[config.mk]
export PLATFORM = sky130hd
export DESIGN_NAME = adc_acquisition_averager
export DESIGN_NICKNAME = d
export VERILOG_FILES = /design/src/adc_avg_pkg.sv /design/src/adc_acquisition_averager.sv
export VERILOG_INCLUDE_DIRS = /design/src
export SDC_FILE = /design/constraint.sdc
export NUM_CORES = 2
export LEC_CHECK = 0
export CORE_ASPECT_RATIO = 1.2
export CORE_UTILIZATION = 45
export DETAILED_ROUTE_END_ITERATION = 8
export DONT_BUFFER_PORTS = 1
export GPL_TIMING_DRIVEN = 0
export PLACE_DENSITY = 0.69
export RECOVER_POWER = 25
export SYNTH_ARGS = -nofsm -noshare
export SYNTH_HDL_FRONTEND = slang
export SYNTH_SLANG_ARGS = --single-unit
[constraint.sdc]
create_clock -name i_clk_sys -period 61.7 [get_ports i_clk_sys]
set_input_delay 3.085 -clock i_clk_sys [delete_from_list [all_inputs] [get_ports i_clk_sys]]
set_output_delay 3.085 -clock i_clk_sys [all_outputs]
set_load 0.05 [all_outputs]
[src/adc_avg_consts.svh]
// Timing counts, table layout and reset values for the ADC acquisition averager.
// Assumes a 50 MHz system clock; included by its bare name.
`ifndef ADC_AVG_CONSTS_SVH
`define ADC_AVG_CONSTS_SVH

`define CLK_PERIOD_NS 20
`define SYNC_HIGH_NS 50
`define SYNC_HIGH_CYC ((`SYNC_HIGH_NS + `CLK_PERIOD_NS - 1) / `CLK_PERIOD_NS)
`define GATE_SETUP_NS 45
`define GATE_SETUP_CYC ((`GATE_SETUP_NS + `CLK_PERIOD_NS - 1) / `CLK_PERIOD_NS)
`define GATE_HOLD_NS 150
`define GATE_HOLD_CYC ((`GATE_HOLD_NS + `CLK_PERIOD_NS - 1) / `CLK_PERIOD_NS)
`define REF_DIV_DEFAULT 8'h19
`define SWITCH_CYC_DEFAULT 8'h01
`define AVG_FACTOR_MAX 8'h80
`define AVG_FACTOR_DEFAULT 8'h01
`define TABLE_DEPTH 16
`define TABLE_AW 4
`define ACC_W 24
`define SAMPLE_W 16

`define ADDR_CTRL 8'h00
`define ADDR_REF_DIV 8'h01
`define ADDR_SWITCH 8'h02
`define ADDR_GAP 8'h03
`define ADDR_TLEN 8'h04
`define ADDR_STATUS 8'h05
`define ADDR_TABLE_BASE 8'h10

`define CTRL_RUN_BIT 0

`endif

[src/adc_avg_pkg.sv]
// Types for the ADC acquisition averager.
// Used with adc_avg_consts.svh.
package adc_avg_pkg;
  typedef enum logic [3:0] {
    ST_IDLE = 4'b0001,
    ST_SETUP = 4'b0010,
    ST_RUN = 4'b0100,
    ST_HOLD = 4'b1000
  } acq_state_t;
endpackage

[src/adc_acquisition_averager.sv]
// ADC acquisition averager: reference sync, acquisition gate, channel sequencing and
// averaging of the last samples of each switching period.
// Assumes the converter returns a sample per sync pulse before the next pulse.
`timescale 1ns/1ns
`include "adc_avg_consts.svh"

module adc_acquisition_averager (
  input wire logic i_clk_sys, // 50 MHz system clock
  input wire logic i_reset_n, // Synchronous reset, active low
  input wire logic [7:0] i_addr, // Register address
  input wire logic [31:0] i_wdata, // Register write data
  input wire logic i_wr, // Write strobe
  input wire logic i_rd, // Read strobe
  output logic [31:0] o_rdata, // Read data, cycle after strobe
  input wire logic [15:0] i_adc_data, // Converter sample, two's complement
  output logic o_sync_pulse_out, // Reference sync pulse; sample at rising edge
  output logic o_acq_gate, // Acquisition gate
  output logic [7:0] o_channel, // Physical channel to the switch
  output logic [15:0] o_result, // Averaged result
  output logic [7:0] o_result_chan, // Physical channel of the result
  output logic o_result_valid // One-cycle result strobe
);

  // Control registers
  logic run_r;
  logic [7:0] ref_div_r;
  logic [7:0] switch_cycle_count_r;
  logic [15:0] gap_r;
  logic [4:0] tlen_r;
  logic [7:0] tab_chan [0:`TABLE_DEPTH-1];
  logic [7:0] tab_avg [0:`TABLE_DEPTH-1];
  logic [31:0] rdata_r;

  // Sequencer state
  adc_avg_pkg::acq_state_t state_r;
  logic [7:0] ref_cnt_r;
  logic [7:0] sw_cnt_r;
  logic [15:0] gap_cnt_r;
  logic gap_wait_r;
  logic [`TABLE_AW-1:0] idx_r;
  logic [7:0] tcnt_r;
  logic sampling_r;
  logic [`ACC_W-1:0] acc_r;
  logic [15:0] result_r;
  logic [7:0] result_chan_r;
  logic result_valid_r;
  logic sync_r;
  logic [7:0] chan_r;

  // Decode
  wire wr_ctrl = i_wr && (i_addr == `ADDR_CTRL);
  wire wr_div = i_wr && (i_addr == `ADDR_REF_DIV);
  wire wr_sw = i_wr && (i_addr == `ADDR_SWITCH);
  wire wr_gap = i_wr && (i_addr == `ADDR_GAP);
  wire wr_tlen = i_wr && (i_addr == `ADDR_TLEN);
  wire in_table = (i_addr[7:4] == 4'(`ADDR_TABLE_BASE >> 4));
  wire wr_tab = i_wr && in_table;
  wire [`TABLE_AW-1:0] tsel = i_addr[`TABLE_AW-1:0];

  // Reference timing: one edge per ref_div cycles; pulse spans SYNC_HIGH_CYC cycles
  wire ref_tick = (ref_cnt_r == 8'h00);
  wire [7:0] cur_avg = tab_avg[idx_r];
  wire [7:0] cur_settle = switch_cycle_count_r - cur_avg;
  wire in_tail = (sw_cnt_r >= cur_settle);
  wire last_of_period = (sw_cnt_r == switch_cycle_count_r - 8'h01);
  wire last_entry = ({1'b0, idx_r} == tlen_r - 5'h01);
  // Entry that just closed; the index has already moved on when its mean is formed
  wire [`TABLE_AW-1:0] prev_idx = (idx_r == '0) ? `TABLE_AW'(tlen_r - 5'h01) : idx_r - `TABLE_AW'(1);
  wire edge_now = ref_tick && !gap_wait_r && (state_r == adc_avg_pkg::ST_RUN);
  // Gate is raised in ST_SETUP at least GATE_SETUP_CYC cycles plus one reference period before the first edge
  wire [7:0] setup_lead = 8'(`GATE_SETUP_CYC);
  wire [7:0] hold_len = 8'(`GATE_HOLD_CYC);

  // Read mux: unmapped addresses read zero
  logic [31:0] rd_mux;
  always_comb
  begin
    rd_mux = 32'h0;
    if (i_addr == `ADDR_CTRL)
      rd_mux = {31'h0, run_r};
    else if (i_addr == `ADDR_REF_DIV)
      rd_mux = {24'h0, ref_div_r};
    else if (i_addr == `ADDR_SWITCH)
      rd_mux = {24'h0, switch_cycle_count_r};
    else if (i_addr == `ADDR_GAP)
      rd_mux = {16'h0, gap_r};
    else if (i_addr == `ADDR_TLEN)
      rd_mux = {27'h0, tlen_r};
    else if (i_addr == `ADDR_STATUS)
      rd_mux = {24'h0, idx_r, state_r};
    else if (in_table)
      rd_mux = {16'h0, tab_avg[tsel], tab_chan[tsel]};
  end

  // Register writes; entry factors default to one and are clamped to 1..128
  always_ff @(posedge i_clk_sys)
  begin
    if (!i_reset_n)
    begin
      run_r <= 1'b0;
      ref_div_r <= `REF_DIV_DEFAULT;
      switch_cycle_count_r <= `SWITCH_CYC_DEFAULT;
      gap_r <= 16'h0;
      tlen_r <= 5'h01;
      rdata_r <= 32'h0;
      for (int k = 0; k < `TABLE_DEPTH; k++)
      begin
        tab_chan[k] <= 8'(k);
        tab_avg[k] <= `AVG_FACTOR_DEFAULT;
      end
    end
    else
    begin
      if (i_rd)
        rdata_r <= rd_mux;
      if (wr_ctrl)
        run_r <= i_wdata[`CTRL_RUN_BIT];
      if (wr_div && i_wdata[7:0] > 8'h03)
        ref_div_r <= i_wdata[7:0];
      if (wr_sw && i_wdata[7:0] != 8'h00)
        switch_cycle_count_r <= i_wdata[7:0];
      if (wr_gap)
        gap_r <= i_wdata[15:0];
      if (wr_tlen && i_wdata[4:0] != 5'h00 && i_wdata[4:0] <= 5'(`TABLE_DEPTH))
        tlen_r <= i_wdata[4:0];
      if (wr_tab)
      begin
        tab_chan[tsel] <= i_wdata[7:0];
        if (i_wdata[15:8] == 8'h00)
          tab_avg[tsel] <= 8'h01;
        else if (i_wdata[15:8] > `AVG_FACTOR_MAX)
          tab_avg[tsel] <= `AVG_FACTOR_MAX;
        else
          tab_avg[tsel] <= i_wdata[15:8];
      end
    end
  end

  // Acquisition state: setup lead, run, hold after the last edge
  always_ff @(posedge i_clk_sys)
  begin
    if (!i_reset_n)
    begin
      state_r <= adc_avg_pkg::ST_IDLE;
      tcnt_r <= 8'h0;
    end
    else
    begin
      case (state_r)
        adc_avg_pkg::ST_IDLE:
          if (run_r)
          begin
            state_r <= adc_avg_pkg::ST_SETUP;
            tcnt_r <= 8'h0;
          end
        adc_avg_pkg::ST_SETUP:
          if (ref_tick && tcnt_r >= setup_lead)
            state_r <= adc_avg_pkg::ST_RUN;
          else if (tcnt_r != 8'hff)
            tcnt_r <= tcnt_r + 8'h01;
        adc_avg_pkg::ST_RUN:
          if (!run_r && edge_now)
          begin
            state_r <= adc_avg_pkg::ST_HOLD;
            tcnt_r <= 8'h0;
          end
        adc_avg_pkg::ST_HOLD:
          if (tcnt_r >= hold_len)
            state_r <= adc_avg_pkg::ST_IDLE;
          else
            tcnt_r <= tcnt_r + 8'h01;
        default:
          state_r <= adc_avg_pkg::ST_IDLE;
      endcase
    end
  end

  // Reference divider runs freely; gap counter stretches the first entry
  always_ff @(posedge i_clk_sys)
  begin
    if (!i_reset_n)
    begin
      ref_cnt_r <= 8'h0;
      sync_r <= 1'b0;
    end
    else
    begin
      ref_cnt_r <= ref_tick ? ref_div_r - 8'h01 : ref_cnt_r - 8'h01;
      if (edge_now)
        sync_r <= 1'b1;
      else if (ref_cnt_r == ref_div_r - 8'(`SYNC_HIGH_CYC))
        sync_r <= 1'b0;
    end
  end

  // Channel sequencing and averaging; sample taken two clocks after each tail pulse rises
  always_ff @(posedge i_clk_sys)
  begin
    if (!i_reset_n)
    begin
      sw_cnt_r <= 8'h0;
      idx_r <= '0;
      gap_cnt_r <= 16'h0;
      gap_wait_r <= 1'b0;
      sampling_r <= 1'b0;
      acc_r <= '0;
      result_r <= 16'h0;
      result_chan_r <= 8'h0;
      result_valid_r <= 1'b0;
    end
    else
    begin
      result_valid_r <= 1'b0;
      if (state_r == adc_avg_pkg::ST_IDLE)
      begin
        sw_cnt_r <= 8'h0;
        idx_r <= '0;
        acc_r <= '0;
        gap_wait_r <= (gap_r != 16'h0);
        gap_cnt_r <= gap_r;
      end
      else if (gap_wait_r && ref_tick && state_r == adc_avg_pkg::ST_RUN)
      begin
        // Gap counted in whole reference periods, so every later edge stays on the reference grid
        gap_cnt_r <= gap_cnt_r - 16'h1;
        if (gap_cnt_r == 16'h1)
          gap_wait_r <= 1'b0;
      end
      else if (edge_now)
      begin
        sampling_r <= in_tail;
        if (last_of_period)
        begin
          sw_cnt_r <= 8'h0;
          if (last_entry)
          begin
            idx_r <= '0;
            gap_wait_r <= (gap_r != 16'h0);
            gap_cnt_r <= gap_r;
          end
          else
            idx_r <= idx_r + `TABLE_AW'(1);
        end
        else
          sw_cnt_r <= sw_cnt_r + 8'h01;
      end
      // The tail sample of an entry is read two cycles after its edge
      if (sampling_r && ref_cnt_r == ref_div_r - 8'h02)
      begin
        sampling_r <= 1'b0;
        if (sw_cnt_r == 8'h0)
        begin
          // Entry closed: index already advanced, so use the previous one
          result_r <= avg_div(acc_r + `ACC_W'(signed'(i_adc_data)), tab_avg[prev_idx]);
          result_chan_r <= tab_chan[prev_idx];
          result_valid_r <= 1'b1;
          acc_r <= '0;
        end
        else
          acc_r <= acc_r + `ACC_W'(signed'(i_adc_data));
      end
    end
  end

  // Switch position lags the index by one cycle, so the converter still sees
  // the entry's own channel at the sync edge on which the index moves on
  always_ff @(posedge i_clk_sys)
  begin
    if (!i_reset_n)
      chan_r <= 8'h0;
    else
      chan_r <= tab_chan[idx_r];
  end

  // Signed division by the factor; a divider is costly but factors are arbitrary 1..128
  function automatic logic [15:0] avg_div(input logic [`ACC_W-1:0] sum, input logic [7:0] n);
    logic signed [`ACC_W-1:0] q;
    q = signed'(sum) / signed'({16'h0, n});
    return q[15:0];
  endfunction

  assign o_rdata = rdata_r;
  assign o_sync_pulse_out = sync_r;
  assign o_acq_gate = (state_r != adc_avg_pkg::ST_IDLE);
  assign o_channel = chan_r;
  assign o_result = result_r;
  assign o_result_chan = result_chan_r;
  assign o_result_valid = result_valid_r;

endmodule

Word level (Yosys, flattened, before mapping):

Memories as Yosys holds them, arrays and structs flattened. A register that Yosys moved wholly into a read port is not among the register bits.
Index checks and enable logic that the tools add are counted.

* bits in registers: 162
* memory bits (writable): 256
* bits of input ports: 60
* output and inout bits: 67
* logic and storage cells: 185
* memories: 2

Memories
* tab_avg: words 16, width 8, rd ports 3, clocked after memory_dff 1, wr ports 16, line adc_acquisition_averager.sv:31 `` logic [7:0] tab_avg [0:`TABLE_DEPTH-1]; ``
* tab_chan: words 16, width 8, rd ports 3, clocked after memory_dff 2, wr ports 16, line adc_acquisition_averager.sv:30 `` logic [7:0] tab_chan [0:`TABLE_DEPTH-1]; ``

* $add $sub $neg: 13
* divide/modulo/power cells: 1
* $lt $le $gt $ge: 6
* equality and inequality tests: 25
* muxes and demuxes: 67
* bitwise logic cells: 5
* reductions and logical operators: 48

Operators by type and width (number)
* 16-bit two-way mux: 12
* 8-bit two-way mux: 11
* 24-bit two-way mux: 3
* 4-bit two-way mux: 10
* 8-bit logical NOT: 4
* 8-bit one-hot mux with 4 select lines: 1
* 1-bit two-way mux: 29
* 24-bit adder: 1
* 24-bit by 9-bit divider with 24-bit output: 1
* 8-bit == test: 3
* 8-bit by 1-bit subtractor with 8-bit output, second input constant: 3
* 1-bit logical AND: 17
* 8-bit by 1-bit adder with 8-bit output, second input constant: 2
* 16-bit by 1-bit == test with 1-bit output, second input constant: 1
* 8-bit by 2-bit == test with 1-bit output, second input constant: 2
* 8-bit by 3-bit == test with 1-bit output, second input constant: 2
* 4-bit one-hot mux with 4 select lines: 1
* 16-bit nonzero test: 1
* 8-bit OR reduction: 2
* 16-bit by 1-bit subtractor with 16-bit output, second input constant: 1
* 8-bit by 2-bit subtractor with 8-bit output, second input constant: 2
* 2-bit inequality test, second input constant: 7
* 3-bit AND reduction: 3
* 3-bit nonzero test: 3
* 31 further kinds: 43

Logic depth before layout (Yosys ltp):

* depth after elaboration: 10
* depth in mapped cells: 335
* gate-level depth less buffers: 312

Worst setup path before layout:

OpenSTA, ideal clock, no wires.

* path type: input port to flip-flop
* start: input port i_adc_data[0]
* end: register result_r[14] (netlist: o_result[14])
* library setup time: 0.128 ns
* arrival time: 62.071 ns
* data required time: 61.572 ns
* setup slack: -0.499 ns
* cell stages on the path: 317
* buffers on the path: 22
* path through: ha_1 > inv_1 > fa_1 > nor2b_4 > o31a_1 > o41ai_2 > xnor2_1 > or4b_1 > buf_4 > or4_1 > nor4_1 > ha_1 > a22oi_1 > ha_1 > o21ai_0 > nor2b_1 > nand3b_1 > o31a_1 > [281 not listed] > nor2b_1 > o21ai_0 > nand2b_1 > a21oi_1 > and3_1 > nand3_1 > nor3_1 > nand3_1 > nor4_2 > ha_1 > and3_1 > and3_1 > nand2_1 > o21ai_0 > xnor2_1 > nor2_1 > a21oi_1 > nor2_1

* longest elaborated chain between the ends: 2

RTL lines
* from (decl): line adc_acquisition_averager.sv:15 `input wire logic [15:0] i_adc_data,`
* 24-bit adder: line adc_acquisition_averager.sv:254 `` result_r <= avg_div(acc_r + `ACC_W'(signed'(i_adc_data)), tab_avg[prev_idx]); ``
* 24-bit by 9-bit divider with 24-bit output: line adc_acquisition_averager.sv:278 `q = signed'(sum) / signed'({16'h0, n});`
* to (signal assigned): line adc_acquisition_averager.sv:254
* to (decl): line adc_acquisition_averager.sv:44 `logic [15:0] result_r;`

Every way passes these cells.
A chain may end at the register's enable or synchronous reset.

Final worst setup path:

* start: register idx_r[0]
* end: register result_r[14] (netlist: o_result[14])

* longest elaborated chain between the ends: 4
* elaborated cells between the ends (all ways): 5
* those cells by class: add/sub: 1; div: 1; mux: 1; reduce/logical: 1; memory: 1

RTL lines
* from (decl): line adc_acquisition_averager.sv:40 `` logic [`TABLE_AW-1:0] idx_r; ``
* from (signal assigned): line adc_acquisition_averager.sv:242 `` idx_r <= idx_r + `TABLE_AW'(1); ``
* 4-bit by 1-bit subtractor with 4-bit output / 4-bit logical NOT (equally long branches): line adc_acquisition_averager.sv:68 `` wire [`TABLE_AW-1:0] prev_idx = (idx_r == '0) ? `TABLE_AW'(tlen_r - 5'h01) : idx_r - `TABLE_AW'(1); ``
* 4-bit two-way mux (*): line adc_acquisition_averager.sv:68
* memory 16 x 8 bit (*)
* 24-bit by 9-bit divider with 24-bit output (*): line adc_acquisition_averager.sv:278

Mark *: on every way between the ends. The rest lies on a longest branch, timed or not.

==> metrics.md <==
| Metric | Value |
|---|---|
| Critical Path Start | `idx_r[0]` |
| Mapped cell area | `around 38000 um2` |
| Area grow syn2layout | `18.0%` |
| Chip height | `322 um` |
| Hold Path Cell Cnt | `2` |
| IO Count | `127` |
| DR vias | `37672` |
| Share of post-route cells with drive strength above 1 | `between 20 and 25%` |
| Die ar. | `86700 um2` |
| Starting density of the core | `45.4%` |
| Fmax achieved | `roughly 0.017 GHz` |
| GR Util met3 | `6.00%` |
| Vias/cell | `6.53` |
| Routed wire length | `143 mm` |
| R2r endpoint | `o_result[14]` |
| CP max FO | `10` |
| Worst-case clock buffer depth | `3` |
| Worst Setup End Kind | `register` |
| Sequential fraction of the synthesis area | `28.6%` |
| Gr busiest metal | `met2` |
| Worst Clk Skew | `35.1 ps` |
| Slowest cell delay on critical path | `570 ps` |
| Worst r2r path cells | `320` |
| Max_cap viols | `0` |
| Worst-skew pair later-pin latency | `640 ps` |
| Worst hold start | `acc_r[16]` |
| Final setup viols | `0` |
| Most common cell after layout, fill and taps aside | `nor2_1` |
| Total track usage | `31.6%` |
| Met2 usage | `53.0%` |
| CTS sink cnt | `422` |
| Port bufs | `0` |
| FFs w/ async S/R, synth | `0%` |
| Core area | `84800 um2` |
| Met1 Track Usage GR | `37.6%` |
| Overall die width | `269 um` |
| Largest net degree at the start of global routing | `21` |
| Worst flop-to-flop path startpoint | `idx_r[0]` |
| Post-synth top area share | `20.0%` |
| Least-Margin Pin Slew | `around 1500 ps` |
| Register bit count reported by yosys | `422` |
| Starting DRC count in detailed routing | `4307` |
| Required time worst endpoint | `62150 ps` |
| Final Cycle Share | `97.6%` |
| EDFF count, synth | `256` |
| Vias in the first global route | `34816` |
| DR WL/cell | `24.8 um` |
| Remaining antenna violation count | `0` |
| Top cells by area, synth | `edfxtp_1 20%, mux4_2 12%, dfxtp_1 8.6%` |
| Grt ovf | `0` |
| Top FF cell, synth | `edfxtp_1` |
| WP data arrival | `60690 ps` |
| HPWL after DPL | `107 mm` |
| Initial antenna violation count | `4` |
| Synth Warn # | `0` |
| Slew headroom | `3.16%` |
| Fillers | `7537` |
| Final core occ | `53.6%` |
| Final Hold Vio Count | `0` |
| CTS Root Cell | `clkbuf_16` |
| H-tree depth | `2` |
| Clock slew at reported path FFs | `60 ps` |
| GP Congestion | `approximately 1.0` |
| Status | `completed` |
| Critical setup path kind | `reg2reg` |
| First-pass DRT Iterations | `9` |
| Worst path most repeated cell | `o21a_1` |
| Gate Count Post-Synth | `roughly 4300` |
| Rows | `between 100 and 150` |
| Largest area contributor in the netlist | `edfxtp_1` |
| Global-route wire length before repair | `208 mm` |
| Yosys cell types | `131` |
| CTS tree | `yes` |
| Max Slew Vio Count | `0` |
| Worst R2R Setup Slack | `1470 ps` |
| CP Launch Type | `register` |
| End of the worst hold path | `acc_r[16]` |
| Crit path time final | `60230 ps` |
| Residual DRC | `0` |
| Hold/Removal Path Class | `reg2reg` |
| Avg Inst Size Synth | `8.97 um2` |
| Most frequent cells in the layout | `445 x nor2_1, 442 x nand2_1, 272 x buf_4, 256 x edfxtp_1, 203 x mux4_2` |
| RSZ-0062 raised after global routing | `true` |
| # nets final | `4881` |
| Total CTS buffers | `46` |
| Critical Path Slowest Stage Cell | `or4_4` |
[logic make-up (layout without fill, tap and decap cells)]
family	count (synthesis)	after routing	share of synthesized area, %
simple gates	1782	1784	22.8
compound gates	993	993	18.0
flops	422	422	28.6
buf+inv	370	699	3.97
mux	338	338	15.6
fa+ha+maj	221	221	7.23
xor+xnor	164	164	3.78
other cells	1	17	0.00975
[per-stage QoR]
| stage | setup TNS, ps | cell area (um2) | instances | worst slack, ps | hold WS, ps |
|---|---|---|---|---|---|
| after floorplan | 0 | 38600 | 4306 | 94.4 | 438 |
| after global placement | -169180 | 40000 | 5436 | -11540 | 470 |
| after detailed placement | -161520 | 40100 | 5445 | -11070 | 486 |
| after CTS | 0 | 42900 | 5593 | 22.7 | 497 |
| after global routing | -6920 | 45400 | 5767 | -1120 | 520 |
| final | 0 | 45400 | 5768 | 1470 | 505 |
[what timing repair did]
| item | in CTS | in global routing |
|---|---|---|
| hold buffers | 0 | 0 |
| gates cloned | 1 | 1 |
| buffers inserted | 64 | 188 |
| hold endpoints to repair | 0 | 0 |
| pin swaps | 59 | 214 |
| setup endpoints to repair | 16 | 16 |
| resized for setup | 172 | 262 |
[routing by layer]
layer  vias up  share of wire [%]
li1      16937                  -
met1     18124                 37
met2      2075                 48
met3       534                9.2
met4         2                6.6
met5         -             0.0084
[cells in the mapped netlist, drive strengths merged (19+ instances only)]
master / n
a311oi: 36
a22oi: 45
nand4: 47
xnor2: 96
o31ai: 57
o21a: 133
o211ai: 32
a31oi: 33
inv: 90
a211oi: 45
a21oi: 227
mux4: 203
and3: 144
mux2i: 96
buf: 80
a21o: 38
nor2b: 31
nor3: 178
and2: 62
o21ai: 160
or4: 19
nand3: 133
or2: 31
clkbuf: 198
nor4: 36
or3: 70
xor2: 68
mux2: 39
dfxtp: 166
ha: 219
nand2: 458
nand2b: 34
nor2: 482
edfxtp: 256
[flip-flops by register name, indices dropped and copies added, names as in the netlist, 4 cells and up, named ones only]
| register | count |
|---|---|
| sw_cnt_r | 8 |
| o_result | 16 |
| tcnt_r | 8 |
| o_channel | 8 |
| tlen_r | 5 |
| acc_r | 24 |
| gap_r | 16 |
| gap_cnt_r | 16 |
| o_result_chan | 8 |
| ref_cnt_r | 8 |
| tab_chan | 128 |
| idx_r | 4 |
| tab_avg | 128 |
| o_rdata | 16 |
| state_r | 4 |
| ref_div_r | 8 |
| switch_cycle_count_r | 8 |
[worst max-delay path, delay by kind of cell (launching register included)]
| kind | cells | cell delay (ps) |
|---|---|---|
| compound gates | 165 | 30400 |
| xor+xnor | 1 | 140 |
| fa+ha+maj | 26 | 6900 |
| buf+inv | 38 | 6200 |
| flops | 1 | 380 |
| mux | 8 | 2460 |
| simple gates | 82 | 13320 |
[area by class of cell]
class | count | area (um2) | share of cell area [%]
inverter | 92 | 348 | 0.766
clock buffer | 58 | 1310 | 2.88
timing repair buffer | 261 | 2010 | 4.43
tap | 1130 | 1410 | 3.11
clock inverter | 27 | 332 | 0.730
sequential | 422 | 11000 | 24.3
antenna | 1 | 2.50 | 0.00551
buffer | 261 | 1320 | 2.90
multi-input combinational | 3516 | 27600 | 60.9
[worst max-delay path by stage]
stage / slack (ps) / end
floorplan: 90 / o_result[14]
global placement: -11540 / o_result[14]
detailed placement: -11070 / o_result[14]
CTS: 20 / o_result[14]
global route: -1120 / o_result[14]
finish: 1470 / o_result[14]
Power is not shown: default switching activity piles up to over one toggle a cycle in this logic, so the estimate is an artifact.
